## src/cac_pkg.sv

```systemverilog
// Constants, field positions and types shared by the counter array design.
// Assumes an 8-bit special register port with single-cycle read and write strobes.

package cac_pkg;

   localparam int NUM_MODULES = 5;
   localparam int CNT_WIDTH = 16;

   // Register addresses
   localparam logic [7:0] ADDR_CTRL = 8'hD8;
   localparam logic [7:0] ADDR_MODE = 8'hD9;
   localparam logic [7:0] ADDR_MMODE0 = 8'hDA;
   localparam logic [7:0] ADDR_CNT_LO = 8'hE9;
   localparam logic [7:0] ADDR_CNT_HI = 8'hF9;
   localparam logic [7:0] ADDR_CMPL0 = 8'hEA;
   localparam logic [7:0] ADDR_CMPH0 = 8'hFA;

   // Reset values
   localparam logic [7:0] RST_BYTE = 8'h00;
   localparam logic [15:0] RST_WORD = 16'h0000;

   // Control register fields
   localparam int CTRL_CF = 7;
   localparam int CTRL_CR = 6;
   localparam int CTRL_UNUSED = 5;

   // Array mode register fields
   localparam int MODE_IDLE_SUSPEND_CONTROL = 7;
   localparam int MODE_CPS_HI = 2;
   localparam int MODE_CPS_LO = 1;
   localparam int MODE_ECF = 0;

   // Module mode register fields
   localparam int MM_ECOM = 6;
   localparam int MM_CAPP = 5;
   localparam int MM_CAPN = 4;
   localparam int MM_MAT = 3;
   localparam int MM_TOG = 2;
   localparam int MM_PWM = 1;
   localparam int MM_ECCF = 0;

   // Prescaler terminal counts for the two clock dividers
   localparam logic [3:0] DIV_SLOW_LAST = 4'hB;
   localparam logic [3:0] DIV_FAST_LAST = 4'h3;

   typedef enum logic [1:0] {
      TB_DIV12 = 2'b00,
      TB_DIV4 = 2'b01,
      TB_T0OVF = 2'b10,
      TB_EXT = 2'b11
   } cac_tb_t;

   // True when addr falls in the five-entry group starting at base
   function automatic logic in_group(input logic [7:0] addr, input logic [7:0] base);
      logic [7:0] d;
      d = addr - base;
      return d < 8'h05;
   endfunction

   function automatic logic [2:0] group_index(input logic [7:0] addr, input logic [7:0] base);
      logic [7:0] d;
      d = addr - base;
      return d[2:0];
   endfunction

endpackage

```

## src/cac_module.sv

```systemverilog
// One capture/compare module: its mode byte, its 16-bit register and its pin.
// Assumes the counter and its step pulse come from the array top, same clock.
`timescale 1ns/1ns

module cac_module
   import cac_pkg::*;
(
   // Clock and reset
   input wire logic clock,
   input wire logic rstn,
   // Counter view
   input wire logic [15:0] count,
   input wire logic step,
   input wire logic active,
   // Register writes
   input wire logic wr_mode,
   input wire logic wr_lo,
   input wire logic wr_hi,
   input wire logic [7:0] wdata,
   // Pin
   input wire logic pin_in,
   output logic pin,
   // State and events
   output logic [6:0] mode,
   output logic [15:0] cmp,
   output logic event_pulse
);
   logic sync1, sync2, prev;
   logic [6:0] next_mode;
   logic [15:0] next_cmp;
   logic next_pin;
   logic rise, fall, capture, match16, duty, low_match, low_wrap;

   always_comb begin
      rise = sync2 & ~prev;
      fall = ~sync2 & prev;
      capture = active & ((mode[MM_CAPP] & rise) | (mode[MM_CAPN] & fall));
      match16 = step & mode[MM_ECOM] & (count == cmp);
      duty = mode[MM_ECOM] & mode[MM_PWM];
      low_match = step & (count[7:0] == cmp[7:0]);
      low_wrap = step & (count[7:0] == 8'h00);
      next_mode = wr_mode ? wdata[6:0] : mode;
      next_cmp = cmp;
      if (wr_lo) begin
         next_cmp[7:0] = wdata;
      end
      if (wr_hi) begin
         next_cmp[15:8] = wdata;
      end
      if (duty && low_wrap) begin
         next_cmp[7:0] = cmp[15:8];
      end
      if (capture) begin
         next_cmp = count;
      end
      next_pin = pin;
      if (duty) begin
         if (low_wrap) begin
            next_pin = 1'b0;
         end
         if (low_match) begin
            next_pin = 1'b1;
         end
      end else if (match16 && mode[MM_MAT] && mode[MM_TOG]) begin
         next_pin = ~pin;
      end
      event_pulse = capture | (match16 & mode[MM_MAT] & ~duty);
   end

   always_ff @(posedge clock or negedge rstn) begin
      if (!rstn) begin
         mode <= 7'h00;
         cmp <= RST_WORD;
         pin <= 1'b0;
         sync1 <= 1'b0;
         sync2 <= 1'b0;
         prev <= 1'b0;
      end else begin
         mode <= next_mode;
         cmp <= next_cmp;
         pin <= next_pin;
         sync1 <= pin_in;
         sync2 <= sync1;
         prev <= sync2;
      end
   end
endmodule

```

## src/cac_top.sv

```systemverilog
// Counter array top: 16-bit counter, timebase, flags, register port, five modules.
// Assumes one-cycle read and write strobes on the register port; read data follows one clock later.
`timescale 1ns/1ns

module cac_top
   import cac_pkg::*;
(
   // Clock and reset
   input wire logic CLOCK,
   input wire logic RSTN,
   // Register port
   input wire logic [7:0] SFR_ADDR,
   input wire logic SFR_WR,
   input wire logic SFR_RD,
   input wire logic [7:0] SFR_WDATA,
   output logic [7:0] SFR_RDATA,
   // Interrupt
   input wire logic GLOBAL_IRQ_ENABLE,
   input wire logic ARRAY_IRQ_ENABLE,
   output logic IRQ,
   // Core state and count sources
   input wire logic CORE_IDLE,
   input wire logic TIMER0_OVERFLOW,
   input wire logic EXTERNAL_COUNT_INPUT,
   // Module pins
   input wire logic [cac_pkg::NUM_MODULES-1:0] MODULE_PIN_IN,
   output logic [cac_pkg::NUM_MODULES-1:0] MODULE_PIN
);

   // Control register state
   logic counter_run, next_counter_run;
   logic counter_overflow_flag, next_counter_overflow_flag;
   logic [NUM_MODULES-1:0] module_event_flag, next_module_event_flag;

   // Array mode register state
   logic idle_suspend_control, next_idle_suspend_control;
   cac_tb_t timebase, next_timebase;
   logic overflow_irq_enable, next_overflow_irq_enable;

   // Counter and timebase
   logic [15:0] count, next_count;
   logic [7:0] snapshot, next_snapshot;
   logic [3:0] prescale, next_prescale;
   logic eci_sync1, eci_sync2, eci_prev;
   logic step, next_step;
   logic active, modules_on, tick, tick_src, eci_fall, pre_last, wrap;

   // Read data and interrupt
   logic [7:0] next_rdata;
   logic next_irq;

   // Decode
   logic wr_ctrl, wr_mode, wr_cnt_lo, wr_cnt_hi, rd_cnt_lo;
   logic [2:0] mm_idx, cl_idx, ch_idx;
   logic [NUM_MODULES-1:0] wr_mm, wr_cl, wr_ch, mod_event, eccf;

   // Module views
   logic [6:0] mod_mode [NUM_MODULES];
   logic [15:0] mod_cmp [NUM_MODULES];

   always_comb begin
      wr_ctrl = SFR_WR & (SFR_ADDR == ADDR_CTRL);
      wr_mode = SFR_WR & (SFR_ADDR == ADDR_MODE);
      wr_cnt_lo = SFR_WR & (SFR_ADDR == ADDR_CNT_LO);
      wr_cnt_hi = SFR_WR & (SFR_ADDR == ADDR_CNT_HI);
      rd_cnt_lo = SFR_RD & (SFR_ADDR == ADDR_CNT_LO);
      mm_idx = group_index(SFR_ADDR, ADDR_MMODE0);
      cl_idx = group_index(SFR_ADDR, ADDR_CMPL0);
      ch_idx = group_index(SFR_ADDR, ADDR_CMPH0);
      for (int i = 0; i < NUM_MODULES; i++) begin
         wr_mm[i] = SFR_WR & in_group(SFR_ADDR, ADDR_MMODE0) & (mm_idx == i[2:0]);
         wr_cl[i] = SFR_WR & in_group(SFR_ADDR, ADDR_CMPL0) & (cl_idx == i[2:0]);
         wr_ch[i] = SFR_WR & in_group(SFR_ADDR, ADDR_CMPH0) & (ch_idx == i[2:0]);
         eccf[i] = mod_mode[i][MM_ECCF];
      end
   end

   // Timebase and counter
   always_comb begin
      active = counter_run & ~(idle_suspend_control & CORE_IDLE);
      // Captures follow the pins while the counter is stopped; only idle suspend halts them
      modules_on = ~(idle_suspend_control & CORE_IDLE);
      eci_fall = eci_prev & ~eci_sync2;
      pre_last = (timebase == TB_DIV12) ? (prescale == DIV_SLOW_LAST) : (prescale[1:0] == DIV_FAST_LAST[1:0]);
      next_prescale = prescale;
      if (active) begin
         next_prescale = pre_last ? 4'h0 : prescale + 4'h1;
      end
      case (timebase)
         TB_DIV12: tick_src = pre_last;
         TB_DIV4: tick_src = pre_last;
         TB_T0OVF: tick_src = TIMER0_OVERFLOW;
         TB_EXT: tick_src = eci_fall;
         default: tick_src = 1'b0;
      endcase
      tick = active & tick_src;
      wrap = tick & (count == 16'hFFFF);
      next_count = count;
      if (wr_cnt_lo || wr_cnt_hi) begin
         if (wr_cnt_lo) begin
            next_count[7:0] = SFR_WDATA;
         end
         if (wr_cnt_hi) begin
            next_count[15:8] = SFR_WDATA;
         end
      end else if (tick) begin
         next_count = count + 16'h0001;
      end
      next_step = tick & ~(wr_cnt_lo | wr_cnt_hi);
      // Reading the low byte freezes the high byte for the next read
      next_snapshot = rd_cnt_lo ? count[15:8] : snapshot;
   end

   always_ff @(posedge CLOCK or negedge RSTN) begin
      if (!RSTN) begin
         count <= RST_WORD;
         snapshot <= RST_BYTE;
         prescale <= 4'h0;
         step <= 1'b0;
         eci_sync1 <= 1'b0;
         eci_sync2 <= 1'b0;
         eci_prev <= 1'b0;
      end else begin
         count <= next_count;
         snapshot <= next_snapshot;
         prescale <= next_prescale;
         step <= next_step;
         eci_sync1 <= EXTERNAL_COUNT_INPUT;
         eci_sync2 <= eci_sync1;
         eci_prev <= eci_sync2;
      end
   end

   // Control, mode and flags; hardware sets win over software writes
   always_comb begin
      next_counter_run = wr_ctrl ? SFR_WDATA[CTRL_CR] : counter_run;
      next_counter_overflow_flag = wrap | (wr_ctrl ? SFR_WDATA[CTRL_CF] : counter_overflow_flag);
      next_module_event_flag = mod_event | (wr_ctrl ? SFR_WDATA[NUM_MODULES-1:0] : module_event_flag);
      next_idle_suspend_control = wr_mode ? SFR_WDATA[MODE_IDLE_SUSPEND_CONTROL] : idle_suspend_control;
      next_timebase = wr_mode ? cac_tb_t'(SFR_WDATA[MODE_CPS_HI:MODE_CPS_LO]) : timebase;
      next_overflow_irq_enable = wr_mode ? SFR_WDATA[MODE_ECF] : overflow_irq_enable;
      next_irq = GLOBAL_IRQ_ENABLE & ARRAY_IRQ_ENABLE
         & ((counter_overflow_flag & overflow_irq_enable) | (|(module_event_flag & eccf)));
   end

   always_ff @(posedge CLOCK or negedge RSTN) begin
      if (!RSTN) begin
         counter_run <= 1'b0;
         counter_overflow_flag <= 1'b0;
         module_event_flag <= '0;
         idle_suspend_control <= 1'b0;
         timebase <= TB_DIV12;
         overflow_irq_enable <= 1'b0;
         IRQ <= 1'b0;
      end else begin
         counter_run <= next_counter_run;
         counter_overflow_flag <= next_counter_overflow_flag;
         module_event_flag <= next_module_event_flag;
         idle_suspend_control <= next_idle_suspend_control;
         timebase <= next_timebase;
         overflow_irq_enable <= next_overflow_irq_enable;
         IRQ <= next_irq;
      end
   end

   // Read data; reads change nothing but the snapshot
   always_comb begin
      next_rdata = SFR_RDATA;
      if (SFR_RD) begin
         next_rdata = RST_BYTE;
         if (SFR_ADDR == ADDR_CTRL) begin
            next_rdata[CTRL_CF] = counter_overflow_flag;
            next_rdata[CTRL_CR] = counter_run;
            next_rdata[CTRL_UNUSED] = 1'b0;
            next_rdata[NUM_MODULES-1:0] = module_event_flag;
         end else if (SFR_ADDR == ADDR_MODE) begin
            next_rdata[MODE_IDLE_SUSPEND_CONTROL] = idle_suspend_control;
            next_rdata[MODE_CPS_HI:MODE_CPS_LO] = timebase;
            next_rdata[MODE_ECF] = overflow_irq_enable;
         end else if (SFR_ADDR == ADDR_CNT_LO) begin
            next_rdata = count[7:0];
         end else if (SFR_ADDR == ADDR_CNT_HI) begin
            next_rdata = snapshot;
         end else if (in_group(SFR_ADDR, ADDR_MMODE0)) begin
            next_rdata = {1'b0, mod_mode[mm_idx]};
         end else if (in_group(SFR_ADDR, ADDR_CMPL0)) begin
            next_rdata = mod_cmp[cl_idx][7:0];
         end else if (in_group(SFR_ADDR, ADDR_CMPH0)) begin
            next_rdata = mod_cmp[ch_idx][15:8];
         end
      end
   end

   always_ff @(posedge CLOCK or negedge RSTN) begin
      if (!RSTN) begin
         SFR_RDATA <= RST_BYTE;
      end else begin
         SFR_RDATA <= next_rdata;
      end
   end

   // Five independent modules
   for (genvar g = 0; g < NUM_MODULES; g++) begin : g_mod
      cac_module u_mod (
         .clock(CLOCK),
         .rstn(RSTN),
         .count(count),
         .step(step),
         .active(modules_on),
         .wr_mode(wr_mm[g]),
         .wr_lo(wr_cl[g]),
         .wr_hi(wr_ch[g]),
         .wdata(SFR_WDATA),
         .pin_in(MODULE_PIN_IN[g]),
         .pin(MODULE_PIN[g]),
         .mode(mod_mode[g]),
         .cmp(mod_cmp[g]),
         .event_pulse(mod_event[g])
      );
   end
endmodule

```

## config.mk

```make
export PLATFORM = sky130hd
export DESIGN_NAME = cac_top
export DESIGN_NICKNAME = d
export VERILOG_FILES = /design/src/cac_pkg.sv /design/src/cac_module.sv /design/src/cac_top.sv
export SDC_FILE = /design/constraint.sdc
export NUM_CORES = 1
export LEC_CHECK = 0
export BUFFER_PORTS_ARGS = -buffer_cell sky130_fd_sc_hd__buf_2
export CORE_ASPECT_RATIO = 0.5
export CORE_MARGIN = 10
export CORE_UTILIZATION = 35
export DETAILED_ROUTE_END_ITERATION = 7
export GPL_TIMING_DRIVEN = 0
export PLACE_DENSITY = 0.56
export SLEW_MARGIN = 20
export SYNTH_ARGS = -nofsm -noshare
export SYNTH_HDL_FRONTEND = slang
export SYNTH_SLANG_ARGS = --single-unit
```

## constraint.sdc

```tcl
create_clock -name CLOCK -period 3.4 [get_ports CLOCK]
set_clock_uncertainty 0.05 [all_clocks]
set_input_delay 0.68 -clock CLOCK [delete_from_list [all_inputs] [get_ports CLOCK]]
set_output_delay 0.68 -clock CLOCK [all_outputs]
set_load 0.02 [all_outputs]
```

==> flow_summary.ini <==
[cells_and_area]
area_growth_syn_to_layout_pct = 12.9
fill_cells = 3200
multi_input_area_um2 = 6490
seq_area_um2 = 4680
final_cell_area_um2 = 13100
drive_gt1_share_pct = 19.4
num_antenna_cells = 0
nNetsFinal = 1260
layoutNonFillerInstCount = 1680
layout_common_cells = 187 x dfrtp_1, 103 x nand2_1, 99 x mux2i_1, 92 x mux2_2, 91 x o21ai_0
layout_commonest_cell = dfrtp_1

[timing]
max_freq_mhz = 299
final_max_slew_viol_count = 0
rsz0062_at_grt = true
hold_violations = 0
slew_headroom_pct = 18.6
hold-worst-slack_ps = 58.9
finalCritPeriodShare_pct = 98.5
fin_ws_ps = 50.7
timing.setup.tns_ps = 0
layout_min_cycle_time_ps = 3350
setup_violations = 0
tightest_slew_ps = 1220

[critical_path]
arrival_ps = 3660
startpoint_type = primary input
cp.required_ps = 3710
r2r_setup_slack_ps = 110
rr_startpoint = count[0]
worstPathCellList = buf_2 -> clkbuf_4 -> inv_1 -> ha_1 -> buf_2 -> inv_1 -> a21oi_2 -> nand4b_1 -> a31oi_4 -> a41oi_2 -> mux2_2
r2r_cells = 11
rr_endpoint = g_mod[0].u_mod.cmp[1]
cp-end-kind = flip-flop
path_class = in2reg
critical_path.max_stage_delay_ps = 410
cp_max_fo = 10
crit_path_top_delay_cell = mux2_2

[global_routing]
grt_pass1_vias = 9837
antenna_found_initial = 0
grt_usage_pct = 20.8
grt_remaining_overflow = 0
grt_max_degree = 77
grt_pass1_wl_um = 64800

[yosys]
syn_inst = 1168
synth_mux_area_share_pct = 20.2
synthDistinctLibCells = 75
ys_seq_area_share_pct = 40.3
synth_top_family_by_area = multiplexers
synth_ff_type = dfrtp_1
synth-simple-area-share_pct = 13.3
synth_nets = 1202
mappedNetlistArea_um2 = 11600
async_flop_share_pct = 100
synth_xor_area_share_pct = 6.33
synth_edf_count = 0
avgSynthCellArea_um2 = 9.95
synth_fa_ha_area_share_pct = 0.431
yosysWarningCount = 0
synth-compound-area-share_pct = 15.2
ys_ff_latch = 187

[placement]
place_ws_ps = -601
dpl.cell_count = 1644
place.gp.congestion = 1.00
place_hpwl_um = 33300
port-buffer-count = 33
dpl_cell_area_um2 = 12400

[power_and_ir_drop]
p_leak_nw = 5.59
peakVddDrop_uv = 415
cellPowerDensity_nw_per_um2 = 529

[floorplanning]
rows = 47
core_um2 = 32900
die_h_um = 149
die-area_um2 = 41300
io_pins = 44
start_util_pct = 35.3
die_w_um = 278

[min_path]
min_path_type = in2async

[clocking]
clock_path_buffers = 2
cts_hold_buf = 0
ctsRootBufferMaster = clkbuf_16
cts_made_buffers = 17
path_clk_slew_ps = 70
clk_latency_ps = 470
cts_tree = yes
h-tree-depth = 4
cts_sinks = 187

[route]
num_vias = 10000
wl_per_cell_um = 26.4
drt_pre_antenna_iters = 5
drc = 0
finalWirelength_um = 44300
avgViaCountPerCell = 5.97
drt_iter0_markers = 1027
final_antenna_net_count = 0

[flow_run]
max_cap_violations = 0

[status]
outcome = completed
-- flip-flops by register name, summed over array words and instances (netlist names), 8 cells and up --
| register | count |
|---|---|
| g_mod.u_mod.mode | 35 |
| g_mod.u_mod.cmp | 80 |
| SFR_RDATA | 8 |
| snapshot | 8 |
| count | 16 |
-- critical path: cells and delay by family --
family | cells | cell delay (ps)
muxes | 1 | 410
and+or+nand+nor | 1 | 200
buffers and inverters | 5 | 1050
adders and majority gates | 1 | 310
AOI/OAI and AO/OA | 3 | 990
-- report_power, final --
group | switching (mW) | internal [mW]
Combinational | 0.761 | 0.775
Clock | 0.999 | 1.14
Sequential | 0.644 | 2.63
Total | 2.40 | 4.54
-- Yosys cell counts (9+ instances only) --
cell type / number / share of area (%)
mux4_2: 14 / 2.7
nand2b_1: 12 / 0.65
nand2_1: 103 / 3.3
buf_1: 13 / 0.42
nor2_1: 53 / 1.7
o22ai_1: 9 / 0.48
mux2_2: 92 / 8.9
a21o_1: 9 / 0.58
inv_1: 10 / 0.32
nand4_1: 13 / 0.70
a22oi_1: 11 / 0.71
a31oi_1: 10 / 0.54
nor2b_1: 11 / 0.59
a22o_1: 13 / 0.98
mux2i_1: 99 / 8.5
buf_2: 21 / 0.90
nand3_1: 53 / 2.3
dfrtp_1: 187 / 40
nor3_1: 12 / 0.52
a21oi_1: 56 / 2.4
nand3b_1: 12 / 0.78
buf_4: 9 / 0.58
o21ai_0: 91 / 3.9
clkbuf_1: 59 / 1.9
xnor2_1: 81 / 6.1
-- final cells by class --
type | instances | area share, %
Timing Repair Buffer | 39 | 2.08
Buffer | 104 | 3.57
Tap cell | 441 | 4.21
Multi-Input combinational cell | 867 | 49.5
Clock inverter | 14 | 1.34
Sequential cell | 187 | 35.7
Inverter | 10 | 0.286
Clock buffer | 18 | 3.35
-- through the flow --
step,power (mW),util [%]
detailed placement,4.78,37.7
CTS,6.91,39.6
global placement,4.72,37.5
finish,6.94,39.8
floorplan,4.12,-
global route,7.21,39.8
-- repair_timing --
item,CTS,global route
gates resized for setup,8,9
setup endpoints to repair,56,82
pin swaps,0,2
buffers inserted,0,4
-- cells by family after synthesis --
kind of cell               count (synthesis)
adders and majority gates                  4
AOI/OAI and AO/OA                        265
buffers and inverters                    114
DFF                                      187
muxes                                    205
xor gates and xnor gates                  84
and+or+nand+nor                          309
-- how the worst max path moves through the flow --
stage / end / cells after the start / from
after floorplan: g_mod[4].u_mod.cmp[0] / 10 / SFR_ADDR[1]
after global placement: g_mod[0].u_mod.cmp[14] / 1 / RSTN
after detailed placement: g_mod[0].u_mod.cmp[13] / 12 / SFR_ADDR[1]
after CTS: g_mod[2].u_mod.cmp[14] / 12 / SFR_ADDR[1]
after global routing: g_mod[3].u_mod.cmp[13] / 12 / SFR_ADDR[1]
final: g_mod[0].u_mod.cmp[1] / 11 / SFR_ADDR[1]
-- routing by layer --
layer | routed length, um | track usage (%) | vias up
li1 | - | - | 4365
met1 | 19800 | 28.8 | 5055
met2 | 18900 | 30.7 | 535
met3 | 4510 | 5.83 | 80
met4 | 1170 | 6.97 | 0
met5 | 0 | 0 | -
Power figures use the tool's default switching activity.
